<file path="src/common/cmad_pkg.sv">
// Shared constants for the move and arithmetic datapath of the CPU core.
// Assumes one core clock and an active-low asynchronous reset.
package cmad_pkg;

  localparam int unsigned NUM_GPR = 8;
  localparam logic [2:0] SP_IDX = 3'h7;
  localparam logic [31:0] GPR_RST = 32'h0000_0000;

  // Operand sizes.
  localparam logic [1:0] SZ_B = 2'h0;
  localparam logic [1:0] SZ_W = 2'h1;
  localparam logic [1:0] SZ_L = 2'h2;

  // Immediate field lengths.
  localparam logic [1:0] IMM_3 = 2'h0;
  localparam logic [1:0] IMM_8 = 2'h1;
  localparam logic [1:0] IMM_16 = 2'h2;
  localparam logic [1:0] IMM_24 = 2'h3;

  // Step selection for increment, decrement and pointer adjust.
  localparam logic [1:0] STEP_1 = 2'h0;
  localparam logic [1:0] STEP_2 = 2'h1;
  localparam logic [1:0] STEP_4 = 2'h2;

  // Operation codes.
  localparam logic [4:0] OP_XFER = 5'h00;
  localparam logic [4:0] OP_LOAD = 5'h01;
  localparam logic [4:0] OP_STORE = 5'h02;
  localparam logic [4:0] OP_POP = 5'h03;
  localparam logic [4:0] OP_PUSH = 5'h04;
  localparam logic [4:0] OP_ADD = 5'h05;
  localparam logic [4:0] OP_SUB = 5'h06;
  localparam logic [4:0] OP_SUM_WITH_CARRY_OP = 5'h07;
  localparam logic [4:0] OP_DIFFERENCE_WITH_BORROW_OP = 5'h08;
  localparam logic [4:0] OP_INC = 5'h09;
  localparam logic [4:0] OP_DEC = 5'h0a;
  localparam logic [4:0] OP_ADDS = 5'h0b;
  localparam logic [4:0] OP_POINTER_STEP_DOWN = 5'h0c;
  localparam logic [4:0] OP_DAA = 5'h0d;
  localparam logic [4:0] OP_DAS = 5'h0e;
  localparam logic [4:0] OP_MULU = 5'h0f;
  localparam logic [4:0] OP_MULS = 5'h10;
  localparam logic [4:0] OP_PSLOAD = 5'h11;
  localparam logic [4:0] OP_PSSTORE = 5'h12;

  // Condition flag positions and reset value.
  localparam int unsigned FL_C = 0;
  localparam int unsigned FL_V = 1;
  localparam int unsigned FL_Z = 2;
  localparam int unsigned FL_N = 3;
  localparam int unsigned FL_H = 5;
  localparam logic [7:0] CCR_RST = 8'h00;

  typedef enum logic [0:0] {
    ST_IDLE = 1'b0,
    ST_MEM = 1'b1
  } cmad_state_t;

endpackage

</file>
<file path="src/hdl/cmad_core.sv">
// Move and integer arithmetic datapath with general registers and flags.
// Assumes the sequencer decodes opcodes and effective addresses for it.
//
// Operation
// - Eight 32-bit general registers, also reachable as sixteen 16-bit halves.
// - Condition flags hold half-carry, negative, zero, overflow and carry.
// - Immediates come in 3, 8, 16 and 24 bit lengths.
// - Transfer copies B/W/L between registers, memory, or immediate to register.
// - Peripheral-synchronised byte transfers are refused as illegal.
// - Pop loads from stack pointer address, then post-increments it.
// - Push stores register at pre-decremented stack pointer address.
// - Add and subtract B/W/L, register or immediate source, into destination.
// - Subtract of byte immediate is refused.
// - Carry add and borrow subtract are byte only and use carry.
// - Increment and decrement step by one or two.
// - Byte increment and decrement allow a step of one only.
// - Pointer adjust adds or subtracts 1, 2 or 4, longword only.
// - Decimal adjust corrects a byte result to packed BCD using flags.
// - Unsigned multiply gives 8x8 to 16 or 16x16 to 32.
// - Signed multiply gives two's complement 8x8 to 16 or 16x16 to 32.
`timescale 1ns/1ps
module cmad_core import cmad_pkg::*; (
  input wire logic CORE_CLK,
  input wire logic RST_N,
  input wire logic OP_VALID,
  output logic OP_READY,
  input wire logic [4:0] OP_CODE,
  input wire logic [1:0] OP_SIZE,
  input wire logic [3:0] DST_SEL,
  input wire logic [3:0] SRC_SEL,
  input wire logic USE_IMM,
  input wire logic [23:0] IMM_VALUE,
  input wire logic [1:0] IMM_LEN,
  input wire logic [1:0] STEP_SEL,
  input wire logic [31:0] MEM_EA,
  output logic MEM_REQ,
  output logic MEM_WE,
  output logic [31:0] MEM_ADDR,
  output logic [1:0] MEM_SIZE,
  output logic [31:0] MEM_WDATA,
  input wire logic MEM_ACK,
  input wire logic [31:0] MEM_RDATA,
  output logic OP_DONE,
  output logic OP_ILLEGAL,
  output logic [7:0] COND_FLAGS,
  input wire logic [2:0] DBG_SEL,
  output logic [31:0] DBG_DATA
);

  ////////////////////////////////////////////////////////////////////////////
  function automatic logic [31:0] rd_get(input logic [31:0] r, input logic [3:0] s,
                                         input logic [1:0] z);
    case (z)
      SZ_B: rd_get = {24'h0, s[3] ? r[7:0] : r[15:8]};
      SZ_W: rd_get = {16'h0, s[3] ? r[31:16] : r[15:0]};
      default: rd_get = r;
    endcase
  endfunction

  function automatic logic [31:0] rd_put(input logic [31:0] r, input logic [3:0] s,
                                         input logic [1:0] z, input logic [31:0] v);
    rd_put = r;
    case (z)
      SZ_B: if (s[3]) rd_put[7:0] = v[7:0]; else rd_put[15:8] = v[7:0];
      SZ_W: if (s[3]) rd_put[31:16] = v[15:0]; else rd_put[15:0] = v[15:0];
      default: rd_put = v;
    endcase
  endfunction

  function automatic logic bit_at(input logic [31:0] v, input logic [1:0] z,
                                  input logic half);
    case (z)
      SZ_B: bit_at = half ? v[4] : v[7];
      SZ_W: bit_at = half ? v[12] : v[15];
      default: bit_at = half ? v[28] : v[31];
    endcase
  endfunction

  function automatic logic [31:0] size_mask(input logic [1:0] z);
    case (z)
      SZ_B: size_mask = 32'h0000_00ff;
      SZ_W: size_mask = 32'h0000_ffff;
      default: size_mask = 32'hffff_ffff;
    endcase
  endfunction

  ////////////////////////////////////////////////////////////////////////////
  cmad_state_t state;
  logic [31:0] gpr [NUM_GPR];
  logic [7:0] condition_flags_reg;
  logic [4:0] pend_op;
  logic [3:0] pend_dst;
  logic [1:0] pend_size;
  logic acc, legal, acc_ok, is_mem, mem_fin;
  logic [31:0] dst_long, src_long, imm_ext, a, b, b_eff, mask, res, wr_val, step_n;
  logic [32:0] raw;
  logic cin, is_sub, cy, hc, a_s, b_s, r_s;
  logic [7:0] next_ccr, dv, dcor, dres;
  logic ccr_en, wr_en, dc;
  logic [31:0] ma, mb, prod;

  assign OP_READY = (state == ST_IDLE);
  assign acc = OP_VALID && OP_READY;
  assign acc_ok = acc && legal;
  assign mem_fin = (state == ST_MEM) && MEM_ACK;
  assign is_mem = (OP_CODE == OP_LOAD) || (OP_CODE == OP_STORE) ||
                  (OP_CODE == OP_POP) || (OP_CODE == OP_PUSH);
  assign dst_long = gpr[DST_SEL[2:0]];
  assign src_long = gpr[SRC_SEL[2:0]];
  assign COND_FLAGS = condition_flags_reg;
  assign DBG_DATA = gpr[DBG_SEL];

  ////////////////////////////////////////////////////////////////////////////
  // Refused forms leave every register and flag untouched.
  always_comb begin
    legal = (OP_SIZE != 2'h3);
    case (OP_CODE)
      OP_XFER, OP_LOAD, OP_STORE, OP_ADD: ;
      OP_PSLOAD, OP_PSSTORE: legal = 1'b0;
      OP_POP, OP_PUSH: legal = legal && (OP_SIZE != SZ_B);
      OP_SUB: legal = legal && !(USE_IMM && OP_SIZE == SZ_B);
      OP_SUM_WITH_CARRY_OP, OP_DIFFERENCE_WITH_BORROW_OP: legal = (OP_SIZE == SZ_B);
      OP_INC, OP_DEC: begin
        legal = legal && (STEP_SEL == STEP_1 || STEP_SEL == STEP_2);
        if (OP_SIZE == SZ_B && STEP_SEL != STEP_1) legal = 1'b0;
      end
      OP_ADDS, OP_POINTER_STEP_DOWN: legal = (OP_SIZE == SZ_L) && (STEP_SEL != 2'h3);
      OP_DAA, OP_DAS: legal = (OP_SIZE == SZ_B);
      OP_MULU, OP_MULS: legal = (OP_SIZE == SZ_B) || (OP_SIZE == SZ_W);
      default: legal = 1'b0;
    endcase
  end

  ////////////////////////////////////////////////////////////////////////////
  always_comb begin
    case (IMM_LEN)
      IMM_3: imm_ext = {29'h0, IMM_VALUE[2:0]};
      IMM_8: imm_ext = {24'h0, IMM_VALUE[7:0]};
      IMM_16: imm_ext = {16'h0, IMM_VALUE[15:0]};
      default: imm_ext = {8'h0, IMM_VALUE};
    endcase
    case (STEP_SEL)
      STEP_2: step_n = 32'h2;
      STEP_4: step_n = 32'h4;
      default: step_n = 32'h1;
    endcase
  end

  // One shared adder serves add, subtract, carry forms, increment and decrement.
  always_comb begin
    mask = size_mask(OP_SIZE);
    a = rd_get(dst_long, DST_SEL, OP_SIZE);
    b = (USE_IMM ? imm_ext : rd_get(src_long, SRC_SEL, OP_SIZE)) & mask;
    if (OP_CODE == OP_INC || OP_CODE == OP_DEC) b = step_n;
    is_sub = (OP_CODE == OP_SUB) || (OP_CODE == OP_DIFFERENCE_WITH_BORROW_OP) || (OP_CODE == OP_DEC);
    case (OP_CODE)
      OP_SUM_WITH_CARRY_OP: cin = condition_flags_reg[FL_C];
      OP_DIFFERENCE_WITH_BORROW_OP: cin = !condition_flags_reg[FL_C];
      default: cin = is_sub;
    endcase
    b_eff = is_sub ? (~b & mask) : b;
    raw = {1'b0, a} + {1'b0, b_eff} + {32'h0, cin};
    res = raw[31:0] & mask;
    case (OP_SIZE)
      SZ_B: cy = raw[8];
      SZ_W: cy = raw[16];
      default: cy = raw[32];
    endcase
    hc = bit_at(a ^ b_eff ^ res, OP_SIZE, 1'b1);
    a_s = bit_at(a, OP_SIZE, 1'b0);
    b_s = bit_at(b_eff, OP_SIZE, 1'b0);
    r_s = bit_at(res, OP_SIZE, 1'b0);
  end

  // Decimal adjust works on the byte in the destination.
  always_comb begin
    dv = a[7:0];
    dcor = 8'h00;
    dc = condition_flags_reg[FL_C];
    if (OP_CODE == OP_DAA) begin
      if (condition_flags_reg[FL_H] || dv[3:0] > 4'h9) dcor[3:0] = 4'h6;
      if (condition_flags_reg[FL_C] || dv > 8'h99) begin
        dcor[7:4] = 4'h6;
        dc = 1'b1;
      end
      dres = dv + dcor;
    end else begin
      if (condition_flags_reg[FL_H]) dcor[3:0] = 4'h6;
      if (condition_flags_reg[FL_C]) dcor[7:4] = 4'h6;
      dres = dv - dcor;
    end
  end

  // Operands are extended to 32 bits so one product serves all four forms.
  always_comb begin
    if (OP_SIZE == SZ_B) begin
      ma = {24'h0, dst_long[7:0]};
      mb = rd_get(src_long, SRC_SEL, SZ_B);
      if (OP_CODE == OP_MULS) begin
        ma[31:8] = {24{ma[7]}};
        mb[31:8] = {24{mb[7]}};
      end
    end else begin
      ma = {16'h0, dst_long[15:0]};
      mb = rd_get(src_long, SRC_SEL, SZ_W);
      if (OP_CODE == OP_MULS) begin
        ma[31:16] = {16{ma[15]}};
        mb[31:16] = {16{mb[15]}};
      end
    end
    prod = ma * mb;
  end

  ////////////////////////////////////////////////////////////////////////////
  always_comb begin
    wr_en = 1'b1;
    wr_val = dst_long;
    next_ccr = condition_flags_reg;
    ccr_en = 1'b1;
    case (OP_CODE)
      OP_XFER: begin
        wr_val = rd_put(dst_long, DST_SEL, OP_SIZE, b);
        next_ccr[FL_N] = bit_at(b, OP_SIZE, 1'b0);
        next_ccr[FL_Z] = (b == 32'h0);
        next_ccr[FL_V] = 1'b0;
      end
      OP_ADD, OP_SUB, OP_SUM_WITH_CARRY_OP, OP_DIFFERENCE_WITH_BORROW_OP, OP_INC, OP_DEC: begin
        wr_val = rd_put(dst_long, DST_SEL, OP_SIZE, res);
        next_ccr[FL_N] = r_s;
        next_ccr[FL_V] = (a_s == b_s) && (r_s != a_s);
        next_ccr[FL_C] = cy ^ is_sub;
        next_ccr[FL_H] = hc ^ is_sub;
        // Carry forms keep zero only while every chained part is zero.
        if (OP_CODE == OP_SUM_WITH_CARRY_OP || OP_CODE == OP_DIFFERENCE_WITH_BORROW_OP) begin
          next_ccr[FL_Z] = condition_flags_reg[FL_Z] && (res == 32'h0);
        end else begin
          next_ccr[FL_Z] = (res == 32'h0);
        end
      end
      OP_ADDS: begin
        wr_val = dst_long + step_n;
        ccr_en = 1'b0;
      end
      OP_POINTER_STEP_DOWN: begin
        wr_val = dst_long - step_n;
        ccr_en = 1'b0;
      end
      OP_DAA, OP_DAS: begin
        wr_val = rd_put(dst_long, DST_SEL, SZ_B, {24'h0, dres});
        next_ccr[FL_N] = dres[7];
        next_ccr[FL_Z] = (dres == 8'h00);
        next_ccr[FL_V] = 1'b0;
        next_ccr[FL_C] = dc;
      end
      OP_MULU, OP_MULS: begin
        if (OP_SIZE == SZ_B) wr_val = rd_put(dst_long, {1'b0, DST_SEL[2:0]}, SZ_W, prod);
        else wr_val = prod;
        if (OP_CODE == OP_MULS) begin
          next_ccr[FL_N] = (OP_SIZE == SZ_B) ? prod[15] : prod[31];
          next_ccr[FL_Z] = (OP_SIZE == SZ_B) ? (prod[15:0] == 16'h0) : (prod == 32'h0);
        end else begin
          ccr_en = 1'b0;
        end
      end
      default: begin
        wr_en = 1'b0;
        ccr_en = 1'b0;
      end
    endcase
  end

  ////////////////////////////////////////////////////////////////////////////
  always_ff @(posedge CORE_CLK or negedge RST_N) begin
    if (!RST_N) begin
      state <= ST_IDLE;
    end else begin
      unique case (state)
        ST_IDLE: if (acc_ok && is_mem) state <= ST_MEM;
        ST_MEM: if (MEM_ACK) state <= ST_IDLE;
      endcase
    end
  end

  // Memory request stands until the acknowledge; store data is caught at accept.
  always_ff @(posedge CORE_CLK or negedge RST_N) begin
    if (!RST_N) begin
      MEM_REQ <= 1'b0;
      MEM_WE <= 1'b0;
      MEM_ADDR <= 32'h0;
      MEM_SIZE <= SZ_B;
      MEM_WDATA <= 32'h0;
      pend_op <= OP_XFER;
      pend_dst <= 4'h0;
      pend_size <= SZ_B;
    end else if (acc_ok && is_mem) begin
      MEM_REQ <= 1'b1;
      MEM_WE <= (OP_CODE == OP_STORE) || (OP_CODE == OP_PUSH);
      MEM_SIZE <= OP_SIZE;
      MEM_WDATA <= rd_get(dst_long, DST_SEL, OP_SIZE);
      pend_op <= OP_CODE;
      pend_dst <= DST_SEL;
      pend_size <= OP_SIZE;
      case (OP_CODE)
        OP_POP: MEM_ADDR <= gpr[SP_IDX];
        OP_PUSH: MEM_ADDR <= gpr[SP_IDX] - (OP_SIZE == SZ_L ? 32'h4 : 32'h2);
        default: MEM_ADDR <= MEM_EA;
      endcase
    end else if (mem_fin) begin
      MEM_REQ <= 1'b0;
      MEM_WE <= 1'b0;
    end
  end

  // Later writes win: a pop into the stack pointer keeps the loaded value.
  always_ff @(posedge CORE_CLK or negedge RST_N) begin
    if (!RST_N) begin
      for (int i = 0; i < NUM_GPR; i++) gpr[i] <= GPR_RST;
    end else begin
      if (acc_ok && !is_mem && wr_en) gpr[DST_SEL[2:0]] <= wr_val;
      if (acc_ok && OP_CODE == OP_PUSH) begin
        gpr[SP_IDX] <= gpr[SP_IDX] - (OP_SIZE == SZ_L ? 32'h4 : 32'h2);
      end
      if (mem_fin && pend_op == OP_POP) begin
        gpr[SP_IDX] <= MEM_ADDR + (pend_size == SZ_L ? 32'h4 : 32'h2);
      end
      if (mem_fin && (pend_op == OP_POP || pend_op == OP_LOAD)) begin
        gpr[pend_dst[2:0]] <= rd_put(gpr[pend_dst[2:0]], pend_dst, pend_size, MEM_RDATA);
      end
    end
  end

  // Transfers of any kind leave negative and zero from the moved value.
  always_ff @(posedge CORE_CLK or negedge RST_N) begin
    if (!RST_N) begin
      condition_flags_reg <= CCR_RST;
    end else if (acc_ok && !is_mem && ccr_en) begin
      condition_flags_reg <= next_ccr;
    end else if (acc_ok && is_mem && OP_CODE != OP_LOAD && OP_CODE != OP_POP) begin
      condition_flags_reg[FL_N] <= a_s;
      condition_flags_reg[FL_Z] <= (a == 32'h0);
      condition_flags_reg[FL_V] <= 1'b0;
    end else if (mem_fin && (pend_op == OP_POP || pend_op == OP_LOAD)) begin
      condition_flags_reg[FL_N] <= bit_at(MEM_RDATA, pend_size, 1'b0);
      condition_flags_reg[FL_Z] <= ((MEM_RDATA & size_mask(pend_size)) == 32'h0);
      condition_flags_reg[FL_V] <= 1'b0;
    end
  end

  always_ff @(posedge CORE_CLK or negedge RST_N) begin
    if (!RST_N) begin
      OP_DONE <= 1'b0;
      OP_ILLEGAL <= 1'b0;
    end else begin
      OP_DONE <= (acc_ok && !is_mem) || mem_fin;
      OP_ILLEGAL <= acc && !legal;
    end
  end

  ////////////////////////////////////////////////////////////////////////////
  chk_sync_refused: assert property (@(posedge CORE_CLK) disable iff (!RST_N)
    acc && (OP_CODE == OP_PSLOAD || OP_CODE == OP_PSSTORE) |=> OP_ILLEGAL && !OP_DONE && !MEM_REQ)
    else $error("peripheral sync transfer was not refused");
  chk_subimm_byte: assert property (@(posedge CORE_CLK) disable iff (!RST_N)
    acc && OP_CODE == OP_SUB && USE_IMM && OP_SIZE == SZ_B |=> OP_ILLEGAL && $stable(condition_flags_reg))
    else $error("byte immediate subtract was accepted");
  chk_carry_size: assert property (@(posedge CORE_CLK) disable iff (!RST_N)
    acc && (OP_CODE == OP_SUM_WITH_CARRY_OP || OP_CODE == OP_DIFFERENCE_WITH_BORROW_OP) && OP_SIZE != SZ_B |=> OP_ILLEGAL)
    else $error("carry arithmetic accepted a wide size");
  chk_step_byte: assert property (@(posedge CORE_CLK) disable iff (!RST_N)
    acc && (OP_CODE == OP_INC || OP_CODE == OP_DEC) && OP_SIZE == SZ_B && STEP_SEL == STEP_2
    |=> OP_ILLEGAL && !OP_DONE)
    else $error("byte step of two was accepted");
  chk_push_addr: assert property (@(posedge CORE_CLK) disable iff (!RST_N)
    acc && OP_CODE == OP_PUSH && OP_SIZE == SZ_L
    |=> MEM_REQ && MEM_WE && MEM_ADDR == $past(gpr[SP_IDX]) - 32'h4 && gpr[SP_IDX] == MEM_ADDR)
    else $error("push address is not the pre-decremented stack pointer");
  chk_pop_step: assert property (@(posedge CORE_CLK) disable iff (!RST_N)
    mem_fin && pend_op == OP_POP && pend_dst[2:0] != SP_IDX && pend_size == SZ_W
    |=> gpr[SP_IDX] == $past(MEM_ADDR) + 32'h2 && OP_DONE)
    else $error("pop did not post-increment the stack pointer");
  chk_adds_four: assert property (@(posedge CORE_CLK) disable iff (!RST_N)
    acc && OP_CODE == OP_ADDS && OP_SIZE == SZ_L && STEP_SEL == STEP_4
    |=> gpr[$past(DST_SEL[2:0])] == $past(dst_long) + 32'h4 && $stable(condition_flags_reg))
    else $error("pointer adjust by four is wrong");
  chk_zero_flag: assert property (@(posedge CORE_CLK) disable iff (!RST_N)
    acc && OP_CODE == OP_ADD && OP_SIZE == SZ_L
    |=> COND_FLAGS[FL_Z] == (gpr[$past(DST_SEL[2:0])] == 32'h0))
    else $error("zero flag disagrees with the sum");
  chk_mul_word: assert property (@(posedge CORE_CLK) disable iff (!RST_N)
    acc && OP_CODE == OP_MULU && OP_SIZE == SZ_W
    |=> gpr[$past(DST_SEL[2:0])] == {16'h0, $past(dst_long[15:0])} * {16'h0, $past(mb[15:0])})
    else $error("unsigned word product is wrong");

endmodule // cmad_core

</file>
<file path="config.mk">
export PLATFORM = sky130hd
export DESIGN_NAME = cmad_core
export DESIGN_NICKNAME = d
export VERILOG_FILES = /design/src/common/cmad_pkg.sv /design/src/hdl/cmad_core.sv
export SDC_FILE = /design/constraint.sdc
export NUM_CORES = 2
export LEC_CHECK = 0
export BUFFER_PORTS_ARGS = -buffer_cell sky130_fd_sc_hd__buf_2
export CORE_MARGIN = 2
export CORE_UTILIZATION = 45
export CTS_CLUSTER_DIAMETER = 150
export CTS_CLUSTER_SIZE = 20
export DETAILED_ROUTE_END_ITERATION = 10
export HOLD_SLACK_MARGIN = 0.08
export PLACE_DENSITY_LB_ADDON = 0.2
export SYNTH_ARGS = -nofsm -noshare
export SYNTH_HDL_FRONTEND = slang
export SYNTH_SLANG_ARGS = --single-unit
</file>
<file path="constraint.sdc">
create_clock -name CORE_CLK -period 11.4 [get_ports CORE_CLK]
set_clock_uncertainty 0.1 [all_clocks]
set_input_delay 1.14 -clock CORE_CLK [delete_from_list [all_inputs] [get_ports CORE_CLK]]
set_output_delay 1.14 -clock CORE_CLK [all_outputs]
set_load 0.01 [all_outputs]
</file>
==> impl_metrics.json <==
{
  "status": "complete, no violations",
  "clockBufferDepth": 3,
  "drt_wl_total_um": 245000,
  "initial_utilization_pct": 45.5,
  "rsz0062_at_grt": "no",
  "post_synth.cell_area_avg_um2": 8.41,
  "route.vias.total": 49903,
  "clkSinkCount": 341,
  "place.detailed.instances": 7138,
  "cp_max_fo": 14,
  "synth-compound-area-share_pct": 23.9,
  "dieArea_mm2": 0.108,
  "routabilityCongestion": 1.07,
  "synthSimpleGateAreaFrac_pct": 16.1,
  "vias_per_cell": 6.96,
  "crit_path_max_incr_delay_ns": 0.61,
  "clkTransAtPathRegs_ns": 0.10,
  "worst_setup_path_start_kind": "input pin",
  "gr-usage-all-layers_pct": 44.5,
  "min_from": "MEM_REQ",
  "synth_warnings": 0,
  "worstHoldEndpoint": "MEM_REQ",
  "ys.flop_type": "dfrtp_1",
  "fp.dieW_um": 328,
  "syn2layout_area_growth_pct": 9.32,
  "hold_viol": 0,
  "ios": 226,
  "netlist.area_leader.share_pct": 18.0,
  "reg2regPathDepth": 30,
  "hold_path_class": "reg -> reg",
  "power_per_cell_area_mw_per_mm2": 197,
  "fin_ws_ns": 0.312,
  "cp_common_cell": "fa_1",
  "max_cap_viol_count": 0,
  "period_share_pct": 97.3,
  "cts.root.buffer_cell": "clkbuf_16",
  "synthesis.area_mm2": 0.0473,
  "drive_above_1_share_pct": 17.0,
  "max-slew-margin-rel_pct": 1.89,
  "synth_top_family_by_area": "compound AO/OA/AOI/OAI gates",
  "yosysSeqAreaShare_pct": 18.0,
  "synthAdderAreaFrac_pct": 20.1,
  "cts_hold_buf": 0,
  "drcViolationCount": 0,
  "worstSkewPairLatency_ns": 0.61,
  "criticalPathCategory": "in -> reg",
  "grt_pass1_vias": 47642,
  "cts_max_level": 1,
  "async_flop_share_pct": 100,
  "pre_cts_ws_ns": -0.447,
  "synth.mux.area_fraction_pct": 11.7,
  "leakagePower_nw": 23.3,
  "synthCells": 5627,
  "worstMarginPinSlew_ns": 1.47,
  "synthMostInstantiatedCell": "nor2_1",
  "dr.pass1.iters": 7,
  "worstHoldPathCells": 2,
  "end_kind": "register",
  "ff2ff_setup_slack_ns": 0.62,
  "grt-ovfl-total": 0,
  "worstReg2RegStart": "gpr[15]",
  "post-cts-setup-buffers": 0,
  "ys_seq_elements": 341,
  "ant_nets": 0,
  "die_h_um": 328,
  "cts_resized": 0,
  "slew_viol_final": 0,
  "placed_area_mm2": 0.0511,
  "numPortBuffers": 222,
  "synthTopCellsByArea": "dfrtp_1, fa_1, mux4_2",
  "required_ns": 11.74,
  "crit_path_top_delay_cell": "fa_1",
  "rows": 118,
  "placeableCoreArea_mm2": 0.104,
  "synth_edf_count": 0,
  "antenna_found_initial": 16,
  "fin_crit_ns": 11.09,
  "cts_made_buffers": 21,
  "cp.arrival_ns": 11.42,
  "grt_max_degree": 111,
  "wire_per_inst_um": 34.1,
  "grt_pass1_wl_um": 347000,
  "layout.cells.non_filler": 7173,
  "synth_commonest_cells": "nor2_1, nand2_1, inv_1",
  "synth_xor_area_share_pct": 2.55,
  "r2r_end": "gpr[157]",
  "synth_cell_types": 114,
  "drt_iter0_markers": 7462,
  "ir_worst_vdd_v": 0.000211,
  "nets": 6446,
  "setup_viol": 0,
  "synth_top_cell_by_area": "dfrtp_1",
  "dp_hpwl_um": 185000,
  "fin_total_pwr_mw": 10.2,
  "fmax_mhz": 90.2,
  "cts_tree": "built",
  "final_area_mm2": 0.0517,
  "tns_ns": 0
}
-- kinds of logic (layout without fill, tap and decap cells) --
logic type,Yosys count,count (layout)
DFF,341,341
and+or+nand+nor,1676,1676
xor gates and xnor gates,136,136
other,1,13
AOI/OAI and AO/OA,1681,1681
buffers and inverters,896,1050
muxes,346,346
adders and majority gates,550,550
-- placed cells by master (no fill, tap or decap), drive strengths merged, types with 23 or more instances in the layout --
| cell | count |
|---|---|
| a22oi | 94 |
| nor2b | 37 |
| a21o | 54 |
| buf | 549 |
| and3 | 34 |
| or2 | 55 |
| nand2b | 49 |
| dfrtp | 341 |
| xor2 | 52 |
| mux4 | 153 |
| nand2 | 501 |
| o211ai | 66 |
| o21ai | 370 |
| a31oi | 119 |
| fa | 353 |
| ha | 197 |
| a22o | 52 |
| o21a | 48 |
| a221oi | 107 |
| and2 | 42 |
| clkbuf | 23 |
| a211oi | 72 |
| xnor2 | 83 |
| nand4 | 25 |
| a21oi | 362 |
| o221ai | 43 |
| o22ai | 64 |
| nand3 | 94 |
| nor2 | 603 |
| inv | 477 |
| nor3 | 116 |
| mux2 | 104 |
| or3 | 27 |
| mux2i | 89 |
| nor4 | 33 |
-- worst max path at each step --
stage,from,slack [ns],to,depth (start not counted)
finish,SRC_SEL[0],0.31,gpr[157],36
global route,SRC_SEL[0],0.009,gpr[61],36
CTS,SRC_SEL[0],0.13,gpr[31],35
detailed placement,SRC_SEL[0],-0.45,gpr[31],35
global placement,SRC_SEL[0],-0.40,gpr[31],35
floorplan,SRC_SEL[0],1.55,gpr[31],31
-- registers in the layout, indices dropped and copies added (netlist names) --
register	flops
MEM_ADDR	32
MEM_REQ	1
gpr	256
MEM_WE	1
MEM_WDATA	32
pend_dst	4
COND_FLAGS	5
pend_size	2
OP_ILLEGAL	1
pend_op	5
OP_DONE	1
state	1
-- worst max-delay path, delay by kind of cell --
kind	cells	cell delay (ns)
simple gates	3	0.68
xor+xnor	1	0.42
buf+inv	11	1.96
mux	2	0.91
compound gates	10	2.00
fa+ha+maj	9	4.24
-- layout make-up --
| class | instances | area [µm²] |
|---|---|---|
| Sequential cell | 341 | 8530 |
| Inverter | 476 | 1790 |
| Clock buffer | 23 | 533 |
| Fill cell | 10098 | 52200 |
| Clock inverter | 2 | 28.8 |
| Multi-Input combinational cell | 4392 | 35400 |
| Tap cell | 1380 | 1730 |
| Antenna cell | 10 | 25.0 |
| Timing Repair Buffer | 549 | 3690 |
-- power breakdown --
part | switching (mW) | total (mW) | internal, mW
Combinational | 4.60 | 7.30 | 2.70
Sequential | 0.538 | 2.04 | 1.50
Clock | 0.490 | 0.828 | 0.339
Total | 5.62 | 10.2 | 4.55
-- stage by stage --
| step | hold slack [ns] | util [%] |
|---|---|---|
| global route | 0.414 | 49.8 |
| CTS | 0.392 | 49.7 |
| global placement | 0.358 | 49.2 |
| detailed placement | 0.363 | 49.2 |
| finish | 0.388 | 49.8 |
| floorplan | 0.344 | - |
-- routing by layer --
layer	GRT usage (%)	vias up	share of wire, %
met3	14.1	1005	13
met4	31.9	12	9.1
met2	64.4	3829	41
met5	1.42	-	0.031
met1	56.0	24473	36
li1	-	20584	-
Note: power is estimated with default switching activity, not from simulation.
